==> src/rtl/serial_audio_defs.vh <==
// Register map, field positions, reset values and timing for the serial audio ports
`ifndef SERIAL_AUDIO_DEFS_VH
`define SERIAL_AUDIO_DEFS_VH
`define ADDR_OUT_CTRL 4'h0
`define ADDR_OUT_CTRL2 4'h1
`define ADDR_IN_CTRL 4'h2
`define ADDR_CONV_CTRL 4'h3
`define ADDR_USER_CTRL1 4'h4
`define RST_OUT_CTRL 16'h0000
`define RST_OUT_CTRL2 16'h0000
`define RST_IN_CTRL 16'h0000
`define RST_CONV_CTRL 16'h0000
`define RST_USER_CTRL1 16'h0000
`define RST_LFSR 16'hACE1
`define OC_DITHER 15
`define OC_TDM16 14
`define OC_FPOL 13
`define OC_BPOL 12
`define OC_MASTER 11
`define OC_BDIV_HI 10
`define OC_BDIV_LO 9
`define OC_FLEN_HI 8
`define OC_FLEN_LO 7
`define OC_PULSE 6
`define OC_TDM_EN 5
`define OC_MSB_HI 4
`define OC_MSB_LO 2
`define OC_WLEN_HI 1
`define OC_WLEN_LO 0
`define IC_TDM16 5
`define IC_FPOL 4
`define IC_BPOL 3
`define IC_MODE_HI 2
`define IC_MODE_LO 0
`define CC_SEL_HI 6
`define CC_SEL_LO 5
`define CC_FPOL 4
`define CC_BPOL 3
`define CC_MODE_HI 2
`define CC_MODE_LO 0
`define UC_MUX_EN 8
`define UC_LOCK 7
`define UC_STORE_HI 6
`define UC_FIXED_ONES 4'hF
`define MODE_I2S 3'h0
`define MODE_LJ 3'h1
`define MODE_RJ24 3'h2
`define MODE_TDM 3'h4
`define DELAY_I2S 5'h01
`define DELAY_RJ24 5'h08
`define DELAY_NONE 5'h00
`define WLEN_SEL0 5'h18
`define WLEN_SEL1 5'h14
`define WLEN_SEL2 5'h10
`define WLEN_SEL3 5'h08
`define WORD_BITS 5'h18
`define WORD_LAST 5'h17
`define SLOT_LAST 5'h1F
`define FRAME_MIN 10'h040
`define TDM8_SLOTS 5'h08
`define TDM16_SLOTS 5'h10
`define STEREO_SLOTS 5'h02
`define CLK_HZ 10000000
`define LOCK_TIMEOUT_US 1000
`define LOCK_TIMEOUT_CYC (`LOCK_TIMEOUT_US * (`CLK_HZ / 1000000))
`endif

==> src/rtl/serial_audio_port_config.v <==
// Serial audio output and input ports, converter input port, FIFO and control registers
`timescale 1ns/1ns
`include "serial_audio_defs.vh"

////////////////////////////////////////////////////////////////////////////////
module sample_fifo #(
  parameter WIDTH = 24,
  parameter DEPTH = 16,
  parameter AW = 4
) (
  // Clock and reset
  input wire clk_in,
  input wire reset_n_in,
  // Fill side
  input wire [WIDTH-1:0] in_data_in,
  input wire in_valid_in,
  output wire in_ready_out,
  // Drain side
  output wire [WIDTH-1:0] out_data_out,
  output wire out_valid_out,
  input wire out_ready_in
);
  reg [WIDTH-1:0] mem_ff [0:DEPTH-1];
  reg [AW-1:0] wr_ff;
  reg [AW-1:0] rd_ff;
  reg [AW:0] count_ff;
  reg ready_ff;
  wire push = in_valid_in & ready_ff;
  wire pop = out_ready_in & (count_ff != {(AW+1){1'b0}});
  wire [AW:0] nxt_count = count_ff + {{AW{1'b0}}, push} - {{AW{1'b0}}, pop};
  assign in_ready_out = ready_ff;
  assign out_valid_out = (count_ff != {(AW+1){1'b0}});
  assign out_data_out = mem_ff[rd_ff];
  // Storage needs no reset; pointers wrap naturally, so DEPTH is a power of two
  always @(posedge clk_in) begin
    if (push) begin
      mem_ff[wr_ff] <= in_data_in;
    end
  end
  always @(posedge clk_in or negedge reset_n_in) begin
    if (!reset_n_in) begin
      wr_ff <= {AW{1'b0}};
      rd_ff <= {AW{1'b0}};
      count_ff <= {(AW+1){1'b0}};
      ready_ff <= 1'b0;
    end else begin
      if (push) begin
        wr_ff <= wr_ff + {{(AW-1){1'b0}}, 1'b1};
      end
      if (pop) begin
        rd_ff <= rd_ff + {{(AW-1){1'b0}}, 1'b1};
      end
      count_ff <= nxt_count;
      ready_ff <= (nxt_count < DEPTH);
    end
  end
endmodule

////////////////////////////////////////////////////////////////////////////////
module frame_capture #(
  parameter LANES = 4
) (
  // Clock and reset
  input wire clk_in,
  input wire reset_n_in,
  // Cleaned link levels
  input wire bclk_in,
  input wire fclk_in,
  input wire [LANES-1:0] data_in,
  // Format
  input wire [LANES-1:0] mask_in,
  input wire bpol_in,
  input wire fpol_in,
  input wire tdm_in,
  input wire tdm16_in,
  input wire [4:0] delay_in,
  // Captured words
  output reg [LANES*24-1:0] words_out,
  output reg [3:0] slot_out,
  output reg valid_out
);
  reg bprev_ff;
  reg flast_ff;
  reg chan_ff;
  reg [9:0] cnt_ff;
  reg [LANES*24-1:0] shift_ff;
  reg [LANES*24-1:0] nxt_shift;
  reg [9:0] nxt_cnt;
  reg restart;
  integer l;
  integer j;
  // Capture on the edge opposite to the one where data changes
  wire cap = (bclk_in != bprev_ff) && (bclk_in != bpol_in);
  wire [5:0] first = {1'b0, delay_in};
  wire [5:0] last = first + {1'b0, `WORD_LAST};
  wire [5:0] pos = {1'b0, nxt_cnt[4:0]};
  wire [4:0] nslots = tdm16_in ? `TDM16_SLOTS : `TDM8_SLOTS;
  wire slot_ok = tdm_in ? (nxt_cnt[9:5] < nslots) : (nxt_cnt[9:5] == 5'h00);
  always @* begin
    // TDM frames restart only on the edge into the polarity level, stereo frames on either edge
    restart = (fclk_in != flast_ff) && (!tdm_in || (fclk_in == fpol_in));
    nxt_cnt = restart ? 10'h000 : (cnt_ff + 10'h001);
    nxt_shift = shift_ff;
    if (pos >= first && pos <= last) begin
      for (l = 0; l < LANES; l = l + 1) begin
        nxt_shift[l*24 +: 24] = {shift_ff[l*24 +: 23], data_in[l]};
      end
    end
  end
  always @(posedge clk_in or negedge reset_n_in) begin
    if (!reset_n_in) begin
      bprev_ff <= 1'b0;
      flast_ff <= 1'b0;
      chan_ff <= 1'b0;
      cnt_ff <= 10'h000;
      shift_ff <= {(LANES*24){1'b0}};
      words_out <= {(LANES*24){1'b0}};
      slot_out <= 4'h0;
      valid_out <= 1'b0;
    end else begin
      bprev_ff <= bclk_in;
      valid_out <= 1'b0;
      if (cap) begin
        flast_ff <= fclk_in;
        cnt_ff <= nxt_cnt;
        shift_ff <= nxt_shift;
        if (restart && !tdm_in) begin
          chan_ff <= fclk_in ^ fpol_in;
        end
        if (pos == last && slot_ok && !(&mask_in)) begin
          valid_out <= 1'b1;
          slot_out <= tdm_in ? nxt_cnt[8:5] : {3'h0, (restart ? (fclk_in ^ fpol_in) : chan_ff)};
          for (j = 0; j < LANES; j = j + 1) begin
            words_out[j*24 +: 24] <= mask_in[j] ? 24'h000000 : nxt_shift[j*24 +: 24];
          end
        end
      end
    end
  end
endmodule

////////////////////////////////////////////////////////////////////////////////
module serial_audio_port_config #(
  parameter LOCK_CYCLES = `LOCK_TIMEOUT_CYC,
  parameter FIFO_DEPTH = 16,
  parameter FIFO_AW = 4
) (
  // Clock and reset
  input wire clk_in,
  input wire reset_n_in,
  // Control port
  input wire [3:0] reg_addr_in,
  input wire [15:0] reg_wdata_in,
  input wire reg_wr_in,
  output reg [15:0] reg_rdata_out,
  // Output samples from the core
  input wire [23:0] tx_data_in,
  input wire tx_valid_in,
  output wire tx_ready_out,
  // Main port pins
  input wire main_bit_clock_in,
  output wire main_bit_clock_out,
  output wire main_bit_clock_oe_out,
  input wire main_frame_clock_in,
  output wire main_frame_clock_out,
  output wire main_frame_clock_oe_out,
  output wire first_serial_data_out,
  input wire [3:0] serial_data_inputs_in,
  // Converter port pins
  input wire src_bit_clock_in,
  input wire src_frame_clock_in,
  // Direct input words to the core
  output wire [95:0] rx_words_out,
  output wire [3:0] rx_slot_out,
  output wire rx_valid_out,
  // Converter input words
  output wire [23:0] src_word_out,
  output wire src_right_out,
  output wire src_valid_out
);
  reg [15:0] oc_ff;
  reg [15:0] oc2_ff;
  reg [15:0] ic_ff;
  reg [15:0] cc_ff;
  reg [15:0] uc_ff;
  reg [7:0] sync1_ff;
  reg [7:0] sync2_ff;
  reg [7:0] sync3_ff;
  reg [7:0] clean_ff;
  reg [15:0] lfsr_ff;
  reg [3:0] div_ff;
  reg gen_bclk_ff;
  reg gen_fclk_ff;
  reg [9:0] gen_cnt_ff;
  reg mb_prev_ff;
  reg of_last_ff;
  reg [9:0] ocnt_ff;
  reg [3:0] oslot_ff;
  reg [23:0] oword_ff;
  reg sdo_ff;
  reg lock_ff;
  reg [19:0] lock_cnt_ff;
  reg [9:0] nxt_ocnt;
  reg [3:0] nxt_oslot;
  reg [23:0] nxt_oword;
  reg [24:0] dsum;
  reg newslot;
  reg pop;
  wire [23:0] fifo_data;
  wire fifo_valid;
  wire [3:0] rx_slot;
  wire [0:0] src_right;
  // Upper slot bits mean nothing on the stereo-only lane
  wire [2:0] src_dummy_hi;

  function [4:0] word_len;
    input [1:0] sel;
    begin
      case (sel)
        2'h0: word_len = `WLEN_SEL0;
        2'h1: word_len = `WLEN_SEL1;
        2'h2: word_len = `WLEN_SEL2;
        default: word_len = `WLEN_SEL3;
      endcase
    end
  endfunction

  // Polarity and edge bits are separate inputs, so they win over the mode field
  function [4:0] in_delay;
    input [2:0] mode;
    begin
      case (mode)
        `MODE_I2S: in_delay = `DELAY_I2S;
        `MODE_RJ24: in_delay = `DELAY_RJ24;
        default: in_delay = `DELAY_NONE;
      endcase
    end
  endfunction

  function out_bit;
    input [23:0] word;
    input [4:0] bitpos;
    input [2:0] msb;
    input [4:0] len;
    reg [4:0] p;
    begin
      p = bitpos - {2'h0, msb};
      out_bit = (bitpos >= {2'h0, msb} && p < len) ? word[`WORD_LAST - p] : 1'b0;
    end
  endfunction

  ////////////////////////////////////////////////////////////////////////////////
  // Registers
  wire [15:0] uc_read = {3'h0, `UC_FIXED_ONES, uc_ff[`UC_MUX_EN], lock_ff,
    uc_ff[`UC_STORE_HI:0]};
  always @(posedge clk_in or negedge reset_n_in) begin
    if (!reset_n_in) begin
      oc_ff <= `RST_OUT_CTRL;
      oc2_ff <= `RST_OUT_CTRL2;
      ic_ff <= `RST_IN_CTRL;
      cc_ff <= `RST_CONV_CTRL;
      uc_ff <= `RST_USER_CTRL1;
      reg_rdata_out <= 16'h0000;
    end else begin
      if (reg_wr_in) begin
        case (reg_addr_in)
          `ADDR_OUT_CTRL: oc_ff <= reg_wdata_in;
          `ADDR_OUT_CTRL2: oc2_ff <= reg_wdata_in;
          `ADDR_IN_CTRL: ic_ff <= reg_wdata_in;
          `ADDR_CONV_CTRL: cc_ff <= reg_wdata_in;
          `ADDR_USER_CTRL1: uc_ff <= reg_wdata_in;
          default: ;
        endcase
      end
      case (reg_addr_in)
        `ADDR_OUT_CTRL: reg_rdata_out <= oc_ff;
        `ADDR_OUT_CTRL2: reg_rdata_out <= oc2_ff;
        `ADDR_IN_CTRL: reg_rdata_out <= ic_ff;
        `ADDR_CONV_CTRL: reg_rdata_out <= cc_ff;
        `ADDR_USER_CTRL1: reg_rdata_out <= uc_read;
        default: reg_rdata_out <= 16'h0000;
      endcase
    end
  end

  ////////////////////////////////////////////////////////////////////////////////
  // Pin synchronisers: a change counts once stages two and three agree
  wire [7:0] pin_vec = {serial_data_inputs_in, main_bit_clock_in, main_frame_clock_in,
    src_bit_clock_in, src_frame_clock_in};
  always @(posedge clk_in or negedge reset_n_in) begin
    if (!reset_n_in) begin
      sync1_ff <= 8'h00;
      sync2_ff <= 8'h00;
      sync3_ff <= 8'h00;
      clean_ff <= 8'h00;
      lfsr_ff <= `RST_LFSR;
    end else begin
      sync1_ff <= pin_vec;
      sync2_ff <= sync1_ff;
      sync3_ff <= sync2_ff;
      clean_ff <= ((sync2_ff ~^ sync3_ff) & sync3_ff) | ((sync2_ff ^ sync3_ff) & clean_ff);
      lfsr_ff <= {lfsr_ff[14:0], lfsr_ff[15] ^ lfsr_ff[13] ^ lfsr_ff[12] ^ lfsr_ff[10]};
    end
  end

  ////////////////////////////////////////////////////////////////////////////////
  // Master clock generator
  wire master = oc_ff[`OC_MASTER];
  wire obpol = oc_ff[`OC_BPOL];
  wire ofpol = oc_ff[`OC_FPOL];
  wire pulse = oc_ff[`OC_PULSE];
  wire [3:0] half_div = 4'h1 << oc_ff[`OC_BDIV_HI:`OC_BDIV_LO];
  wire [9:0] flen = `FRAME_MIN << oc_ff[`OC_FLEN_HI:`OC_FLEN_LO];
  wire [9:0] gen_nxt = (gen_cnt_ff == flen - 10'h001) ? 10'h000 : (gen_cnt_ff + 10'h001);
  always @(posedge clk_in or negedge reset_n_in) begin
    if (!reset_n_in) begin
      div_ff <= 4'h0;
      gen_bclk_ff <= 1'b0;
      gen_fclk_ff <= 1'b0;
      gen_cnt_ff <= 10'h000;
    end else if (div_ff == half_div - 4'h1) begin
      div_ff <= 4'h0;
      gen_bclk_ff <= ~gen_bclk_ff;
      // Frame clock moves with the data, on the change edge
      if (~gen_bclk_ff == obpol) begin
        gen_cnt_ff <= gen_nxt;
        if (pulse) begin
          gen_fclk_ff <= (gen_nxt == 10'h000) ? ofpol : ~ofpol;
        end else begin
          gen_fclk_ff <= (gen_nxt >= (flen >> 1)) ^ ofpol;
        end
      end
    end else begin
      div_ff <= div_ff + 4'h1;
    end
  end
  assign main_bit_clock_out = gen_bclk_ff;
  assign main_frame_clock_out = gen_fclk_ff;
  assign main_bit_clock_oe_out = oc_ff[`OC_MASTER];
  assign main_frame_clock_oe_out = oc_ff[`OC_MASTER];

  ////////////////////////////////////////////////////////////////////////////////
  // Output serializer
  wire mb = master ? gen_bclk_ff : clean_ff[3];
  wire mf = master ? gen_fclk_ff : clean_ff[2];
  wire och = (mb != mb_prev_ff) && (mb == obpol);
  wire tdm_out = oc_ff[`OC_TDM_EN];
  wire tdm16 = oc_ff[`OC_TDM16] & oc_ff[`OC_TDM_EN] & oc2_ff[`OC_TDM_EN];
  wire [4:0] nch = tdm_out ? (tdm16 ? `TDM16_SLOTS : `TDM8_SLOTS) : `STEREO_SLOTS;
  wire [4:0] olen = word_len(oc_ff[`OC_WLEN_HI:`OC_WLEN_LO]);
  wire ostart = (mf != of_last_ff) && (!(tdm_out | pulse) || (mf == ofpol));
  always @* begin
    nxt_ocnt = ocnt_ff;
    nxt_oslot = oslot_ff;
    nxt_oword = oword_ff;
    newslot = 1'b0;
    pop = 1'b0;
    dsum = {1'b0, fifo_data} + ({24'h000000, lfsr_ff[0]} << (`WORD_BITS - olen));
    if (och) begin
      if (ostart) begin
        nxt_ocnt = 10'h000;
        nxt_oslot = (tdm_out | pulse) ? 4'h0 : {3'h0, mf ^ ofpol};
        newslot = 1'b1;
      end else begin
        nxt_ocnt = ocnt_ff + 10'h001;
        if (ocnt_ff[4:0] == `SLOT_LAST) begin
          nxt_oslot = ({1'b0, oslot_ff} == nch - 5'h01) ? 4'h0 : (oslot_ff + 4'h1);
          newslot = 1'b1;
        end
      end
      if (newslot) begin
        pop = fifo_valid;
        // Dither is skipped rather than wrapping a full-scale word
        if (!fifo_valid) begin
          nxt_oword = 24'h000000;
        end else if (oc_ff[`OC_DITHER] && !dsum[24]) begin
          nxt_oword = dsum[23:0];
        end else begin
          nxt_oword = fifo_data;
        end
      end
    end
  end
  always @(posedge clk_in or negedge reset_n_in) begin
    if (!reset_n_in) begin
      mb_prev_ff <= 1'b0;
      of_last_ff <= 1'b0;
      ocnt_ff <= 10'h000;
      oslot_ff <= 4'h0;
      oword_ff <= 24'h000000;
      sdo_ff <= 1'b0;
    end else begin
      mb_prev_ff <= mb;
      if (och) begin
        of_last_ff <= mf;
        ocnt_ff <= nxt_ocnt;
        oslot_ff <= nxt_oslot;
        oword_ff <= nxt_oword;
        sdo_ff <= out_bit(nxt_oword, nxt_ocnt[4:0], oc_ff[`OC_MSB_HI:`OC_MSB_LO], olen);
      end
    end
  end
  assign first_serial_data_out = sdo_ff;

  sample_fifo #(.WIDTH(24), .DEPTH(FIFO_DEPTH), .AW(FIFO_AW)) tx_fifo (
    .clk_in(clk_in),
    .reset_n_in(reset_n_in),
    .in_data_in(tx_data_in),
    .in_valid_in(tx_valid_in),
    .in_ready_out(tx_ready_out),
    .out_data_out(fifo_data),
    .out_valid_out(fifo_valid),
    .out_ready_in(pop)
  );

  ////////////////////////////////////////////////////////////////////////////////
  // Input ports
  wire mux_en = uc_ff[`UC_MUX_EN];
  wire [1:0] sel = cc_ff[`CC_SEL_HI:`CC_SEL_LO];
  wire [3:0] direct_mask = mux_en ? (4'h1 << sel) : 4'h0;
  wire in_tdm = (ic_ff[`IC_MODE_HI:`IC_MODE_LO] == `MODE_TDM);

  frame_capture #(.LANES(4)) main_capture (
    .clk_in(clk_in),
    .reset_n_in(reset_n_in),
    .bclk_in(mb),
    .fclk_in(mf),
    .data_in(clean_ff[7:4]),
    .mask_in(direct_mask),
    .bpol_in(ic_ff[`IC_BPOL]),
    .fpol_in(ic_ff[`IC_FPOL]),
    .tdm_in(in_tdm),
    .tdm16_in(ic_ff[`IC_TDM16]),
    .delay_in(in_delay(ic_ff[`IC_MODE_HI:`IC_MODE_LO])),
    .words_out(rx_words_out),
    .slot_out(rx_slot),
    .valid_out(rx_valid_out)
  );
  assign rx_slot_out = rx_slot;

  // Converter lane is stereo only, so TDM inputs are tied off
  frame_capture #(.LANES(1)) src_capture (
    .clk_in(clk_in),
    .reset_n_in(reset_n_in),
    .bclk_in(clean_ff[1]),
    .fclk_in(clean_ff[0]),
    .data_in(clean_ff[3'h4 + {1'b0, sel}]),
    .mask_in(~mux_en),
    .bpol_in(cc_ff[`CC_BPOL]),
    .fpol_in(cc_ff[`CC_FPOL]),
    .tdm_in(1'b0),
    .tdm16_in(1'b0),
    .delay_in(in_delay(cc_ff[`CC_MODE_HI:`CC_MODE_LO])),
    .words_out(src_word_out),
    .slot_out({src_dummy_hi, src_right}),
    .valid_out(src_valid_out)
  );
  assign src_right_out = src_right[0];

  // Lock shows converter words arriving recently
  always @(posedge clk_in or negedge reset_n_in) begin
    if (!reset_n_in) begin
      lock_ff <= 1'b0;
      lock_cnt_ff <= 20'h00000;
    end else if (src_valid_out) begin
      lock_ff <= 1'b1;
      lock_cnt_ff <= 20'h00000;
    end else if (lock_ff) begin
      lock_cnt_ff <= lock_cnt_ff + 20'h00001;
      if (lock_cnt_ff == LOCK_CYCLES - 1) begin
        lock_ff <= 1'b0;
      end
    end
  end
endmodule

==> config.mk <==
export PLATFORM = sky130hd
export DESIGN_NAME = serial_audio_port_config
export DESIGN_NICKNAME = d
export VERILOG_FILES = /design/src/rtl/serial_audio_port_config.v
export VERILOG_INCLUDE_DIRS = /design/src /design/src/rtl
export SDC_FILE = /design/constraint.sdc
export NUM_CORES = 1
export LEC_CHECK = 0
export ABC_AREA = 0
export BUFFER_PORTS_ARGS = -buffer_cell sky130_fd_sc_hd__buf_2
export CORE_AREA = 2 2 277 279
export CTS_BUF_LIST = sky130_fd_sc_hd__clkbuf_8
export CTS_CLUSTER_DIAMETER = 30
export DETAILED_ROUTE_END_ITERATION = 12
export DIE_AREA = 0 0 279 281
export GPL_TIMING_DRIVEN = 1
export PLACE_DENSITY = 0.77
export SYNTH_ARGS = -nofsm -noshare
export SYNTH_HDL_FRONTEND = slang
export SYNTH_SLANG_ARGS = --single-unit
==> constraint.sdc <==
create_clock -name clk_in -period 16.7 [get_ports clk_in]
set_input_delay 1.67 -clock clk_in [delete_from_list [all_inputs] [get_ports clk_in]]
set_output_delay 1.67 -clock clk_in [all_outputs]
set_load 0.02 [all_outputs]
Word level (Yosys, flattened, before mapping)
Memories as Yosys holds them, arrays and structs flattened.
Cells that the tools add are included.
Storage, ports and cells
  flip-flop bits (word level): 497
  memory bits (writable): 384
  output and inout port bits: 149
  word-level logic and storage cells: 209
  memories kept: 1
Operators by class
  $add $sub $neg: 19
  order comparisons: 11
  equality and inequality tests: 26
  shift-type cells: 4
  muxes and demuxes: 52
  bitwise logic cells: 16
  reduce and logical (&&, ||, !) cells: 39
Memory list
  tx_fifo.mem_ff: depth 16, bits a word 24, read ports 1, clocked after Yosys merged registers in 0, write ports 1, RTL line serial_audio_port_config.v:23  | reg [WIDTH-1:0] mem_ff [0:DEPTH-1];
Operators by type and width (number)
  $mux W24: 10
  $mux W96: 1
  $pmux W16 S5: 1
  $add A10 B1 Y10 const B: 4
  $mux W10: 4
  $mux W20: 2
  $add A24 B25 Y25: 1
  $shl A1 B5 Y25: 1
  $mux W1: 24
  $add A20 B1 Y20 const B: 1
  $eq A20 B14 Y1 const B: 1
  $reduce_and A2 Y1: 9
  $and A8 B8 Y8: 2
  $pmux W4 S2: 2
  $pmux W5 S3: 1
  $logic_and A1 B1 Y1: 14
  $add A4 B1 Y4 const B: 3
  $add A4 B5 Y6 const B: 2
  $eq A5 B6 Y1: 2
  $le A5 B6 Y1: 2
  $mux W4: 3
  $eq A10 B10 Y1: 1
  $ge A10 B9 Y1: 1
  $ge A5 B4 Y1: 2
  other kinds (45): 73

Depth between registers and ports, before layout
  depth after elaboration: 14
  depth in mapped cells: 20
  mapped depth without buffers: 17

By module
A second synthesis with hierarchy kept.
Second synthesis, totals
  cell total of the unflattened synthesis: 2719
  area, all modules: 37992.7 um2
By module, submodules not included
  sample_fifo: times used 1, cells each 678, area an instance 15297.2 um2
  serial_audio_port_config: times used 1, cells each 886, area an instance 9922.0 um2
  frame_capture (main_capture): times used 1, cells each 786, area an instance 9246.4 um2
  frame_capture (src_capture): times used 1, cells each 369, area an instance 3527.1 um2

Worst setup path after synthesis
OpenSTA, ideal clock, no wires.
  kind: register to register
  start point: reg tx_fifo.rd_ff[0]
  end point: reg sdo_ff (netlist: first_serial_data_out)
  library setup time: 0.135 ns
  arrival time: 5.662 ns
  required time: 16.565 ns
  slack: 10.903 ns
  stages on the path, launching flop included: 20
  path buffers: 6
  clock period less this slack: 5.797 ns
  cell sequence: dfrtp_1 buf_4 buf_12 buf_8 buf_6 buf_2 buf_1 mux4_2 mux4_2 ha_1 and2_1 nand4_1 or4b_4 o311a_4 nor3_4 mux2_2 o31a_1 a211o_1 o311ai_1 a211oi_2
On the way
  longest elaborated chain between the ends: 11
Ends and longest elaborated chain
  from (decl): RTL line serial_audio_port_config.v:25  | reg [AW-1:0] rd_ff;
  from (signal assigned): RTL line serial_audio_port_config.v:43  | rd_ff <= {AW{1'b0}};
  from (signal assigned): RTL line serial_audio_port_config.v:51  | rd_ff <= rd_ff + {{(AW-1){1'b0}}, 1'b1};
  $mem_v2 Z16 W24 (*)
  $add A24 B25 Y25: RTL line serial_audio_port_config.v:358  | dsum = {1'b0, fifo_data} + ({24'h000000, lfsr_ff[0]} << (`WORD_BITS - olen));
  $logic_not A1 Y1: RTL line serial_audio_port_config.v:376  | end else if (oc_ff[`OC_DITHER] && !dsum[24]) begin
  $logic_and A1 B1 Y1: RTL line serial_audio_port_config.v:376
  $mux W24 (*): RTL line serial_audio_port_config.v:376
  $mux W24 (*): RTL line serial_audio_port_config.v:374  | if (!fifo_valid) begin
  $mux W24 (*): RTL line serial_audio_port_config.v:371  | if (newslot) begin
  $mux W24 (*): RTL line serial_audio_port_config.v:359  | if (och) begin
  $bmux W1 S5 (*): RTL line serial_audio_port_config.v:248  | out_bit = (bitpos >= {2'h0, msb} && p < len) ? word[`WORD_LAST - p] : 1'b0;
  $mux W1 (*) (2 in series): RTL line serial_audio_port_config.v:248
  to (signal assigned): RTL line serial_audio_port_config.v:399  | sdo_ff <= out_bit(nxt_oword, nxt_ocnt[4:0], oc_ff[`OC_MSB_HI:`OC_MSB_LO], olen);
  to (decl): RTL line serial_audio_port_config.v:200  | reg sdo_ff;
Every way passes the cells marked *; elsewhere a longest branch is shown, timed or not. The select of a mux whose other input is x is not followed.
A chain may end at the register's enable or synchronous reset.

Worst setup path after layout
Ends and elaborated chain as after synthesis.

==> flow_summary.json <==
{
  "r2r-start": "tx_fifo.rd_ff[0]",
  "grt_pass1_vias": 23900,
  "worstHoldStart": "sync1_ff[4]",
  "synth_cells": 2582,
  "ios": 205,
  "p_per_area_nw_per_um2": 160,
  "clkLatencyLatePin_ps": 810,
  "cts_root_buf": "clkbuf_8",
  "relSlewSlack": 0.218,
  "fmax_ghz": 0.158,
  "synth_ff_type": "dfrtp_1",
  "worstSetupPathType": "reg2reg",
  "ctsResizeCount": 0,
  "rows": 101,
  "cts_tree": "yes",
  "synth-edff-count": 384,
  "die-area_um2": 78400,
  "postRouteAntennaNets": 0,
  "clockBufferDepth": 3,
  "post-route-period-util": 0.380,
  "grt_overflow_total": 0,
  "dr_total_vias": 23100,
  "area_growth_pct": 15.8,
  "hp-class": "reg2reg",
  "port_buffers": 204,
  "grt_max_degree": 176,
  "cp-end-kind": "register",
  "drv_slew": 0,
  "status": "finished clean",
  "crit_path_start_kind": "register",
  "rsz0062_at_grt": "no",
  "nNetsFinal": 2978,
  "clock-sinks": 875,
  "syn_area_per_cell_um2": 14.5,
  "crit_required_ps": 17340,
  "grt_usage": 0.215,
  "grt_pass1_wl_mm": 131,
  "ir_worst_vdd_mv": 0.106,
  "drtIter0Drc": 1942,
  "async_reset_ff_frac": 0.561,
  "antenna_found_initial": 7,
  "synth.distinct_cells": 92,
  "die_height_um": 281,
  "gp_congestion": 0.883,
  "htreeDepth": 4,
  "viasPerCell": 5.80,
  "die_width_um": 279,
  "numCtsBuffers": 167,
  "worstMarginPinSlew_ps": 1170,
  "drive_gt1_frac": 0.284,
  "power_leakage_nw": 18.0,
  "syn_nets": 2701,
  "wirelength_mm": 84.0,
  "finalSetupViolCount": 0,
  "cap_violations": 0,
  "dpl.hpwl_mm": 51.9,
  "critPathMaxFanout": 52,
  "mappedNetlistArea_um2": 37300,
  "min_period_ps": 6350,
  "cp-startpoint": "tx_fifo.rd_ff[0]",
  "post_cts_buffers": 0,
  "cp_data_arrival_time_ps": 6990,
  "final_common_cell": "dfrtp_1",
  "first_pass_iters": 7,
  "wl_per_cell_um": 21.1,
  "finalSetupTns_ps": 0,
  "fin_skew_ps": 50.4,
  "final_cell_mix": "481 x dfrtp_1, 384 x edfxtp_1, 281 x nand2_1, 203 x mux2_2, 203 x buf_2",
  "core_um2": 75400,
  "ys_seq_elements": 875,
  "fin_cells": 3980,
  "drc_errors": 0,
  "clk_pin_slew_ps": 60,
  "yosysSeqAreaShare": 0.638,
  "yosysWarningCount": 0,
  "dp.cells": 3668,
  "initial_utilization": 0.495,
  "finalHoldViolCount": 0,
  "hold_buffers": 0
}
-- through the flow --
stage,setup slack (ps),utilization,power [mW],hold slack [ps],area [µm²]
2_1_floorplan,10900,-,4.08,331,37300
3_3_place_gp,10470,0.521,4.47,333,39300
3_5_place_dp,10350,0.521,4.56,336,39300
4_1_cts,10320,0.573,6.96,347,43200
5_1_grt,9940,0.573,7.26,349,43200
6_report,10350,0.573,6.92,341,43200
-- critical path: stages, from the launching register on --
cell      delay [ps]
dfrtp_4         1100
buf_4            830
mux4_2           600
a22oi_1          200
nand2_1          240
ha_1             340
a41o_1           270
a41oi_2          410
nor4_2           170
nor3_4           770
mux2_2           440
o31a_1           290
a211o_1          310
o311ai_1         120
a211oi_2          80
-- worst paths after layout --
path | endpoint | slack [ps] | depth (start not counted)
max in group asynchronous | main_capture.cnt_ff[0] | 12730 | 4
worst min-delay path | sync2_ff[4] | 340 | 0
worst min register to register | sync2_ff[4] | 340 | 0
worst max register to register | first_serial_data_out | 10350 | 14
worst max-delay path | first_serial_data_out | 10350 | 14
min in group asynchronous | lock_cnt_ff[10] | 950 | 1
-- state kept, by name, indices dropped and copies added (netlist names), 10 cells and up --
| name | cells |
|---|---|
| main_capture.shift_ff | 96 |
| lfsr_ff | 16 |
| oword_ff | 24 |
| src_capture.cnt_ff | 10 |
| oc_ff | 16 |
| reg_rdata_out | 16 |
| lock_cnt_ff | 20 |
| oc2_ff | 16 |
| ic_ff | 16 |
| tx_fifo.mem_ff | 384 |
| gen_cnt_ff | 10 |
| cc_ff | 16 |
| main_capture.words_out | 96 |
| src_capture.shift_ff | 24 |
| src_capture.words_out | 24 |
| main_capture.cnt_ff | 10 |
-- where the power goes --
part | internal (mW) | leakage [nW] | total, mW | switching, mW
Combinational | 0.796 | 6.04 | 1.77 | 0.975
Sequential | 2.52 | 9.92 | 2.76 | 0.245
Clock | 1.42 | 2.04 | 2.39 | 0.964
-- per-layer routing --
metal	share of wire	routed length (µm)	global-route usage	vias up
met1	0.41	34400	0.273	11800
met2	0.50	42000	0.362	828
met3	0.062	5180	0.0439	191
li1	-	-	-	10300
met4	0.029	2480	0.0908	6
met5	0.00038	32	0	-
-- layout make-up --
class                   count  area (µm²)
clock buffers             188        2590
fillers                  5740       32200
inverters                  38         143
clock inverters           119        1320
flip-flops and latches    875       23800
multi-input cells        1551       12900
diodes                      5        12.5
well taps                 978        1220
repair buffers            226        1210
-- Yosys cell counts (all sizes together) (9+ instances only) --
master | instances | area [µm²]
xnor2 | 37 | 324
nand2 | 281 | 1050
and2 | 28 | 175
o31ai | 25 | 193
nor2 | 86 | 323
buf | 35 | 261
clkbuf | 83 | 312
a21oi | 26 | 130
nor4b | 10 | 87.6
nor2b | 10 | 62.6
a222oi | 12 | 120
mux2 | 203 | 2290
nor4 | 9 | 62.6
or2 | 10 | 62.6
nand4 | 14 | 87.6
a22oi | 39 | 293
o21ai | 176 | 881
mux4 | 102 | 2360
o211ai | 11 | 82.6
a21o | 19 | 143
and3 | 22 | 138
ha | 61 | 763
nor3 | 20 | 116
dfrtp | 483 | 12100
inv | 37 | 139
mux2i | 136 | 1360
xor2 | 32 | 280
nand3 | 46 | 235
nand2b | 22 | 138
edfxtp | 384 | 11500
-- kinds of logic after synthesis --
logic type | Yosys count | synth area share
flops | 875 | 0.638
buf+inv | 156 | 0.0192
fa+ha+maj | 63 | 0.0215
xor+xnor | 69 | 0.0162
mux | 441 | 0.161
simple gates | 585 | 0.0739
compound gates | 393 | 0.0700
Note: power is estimated with default switching activity, not from simulation.
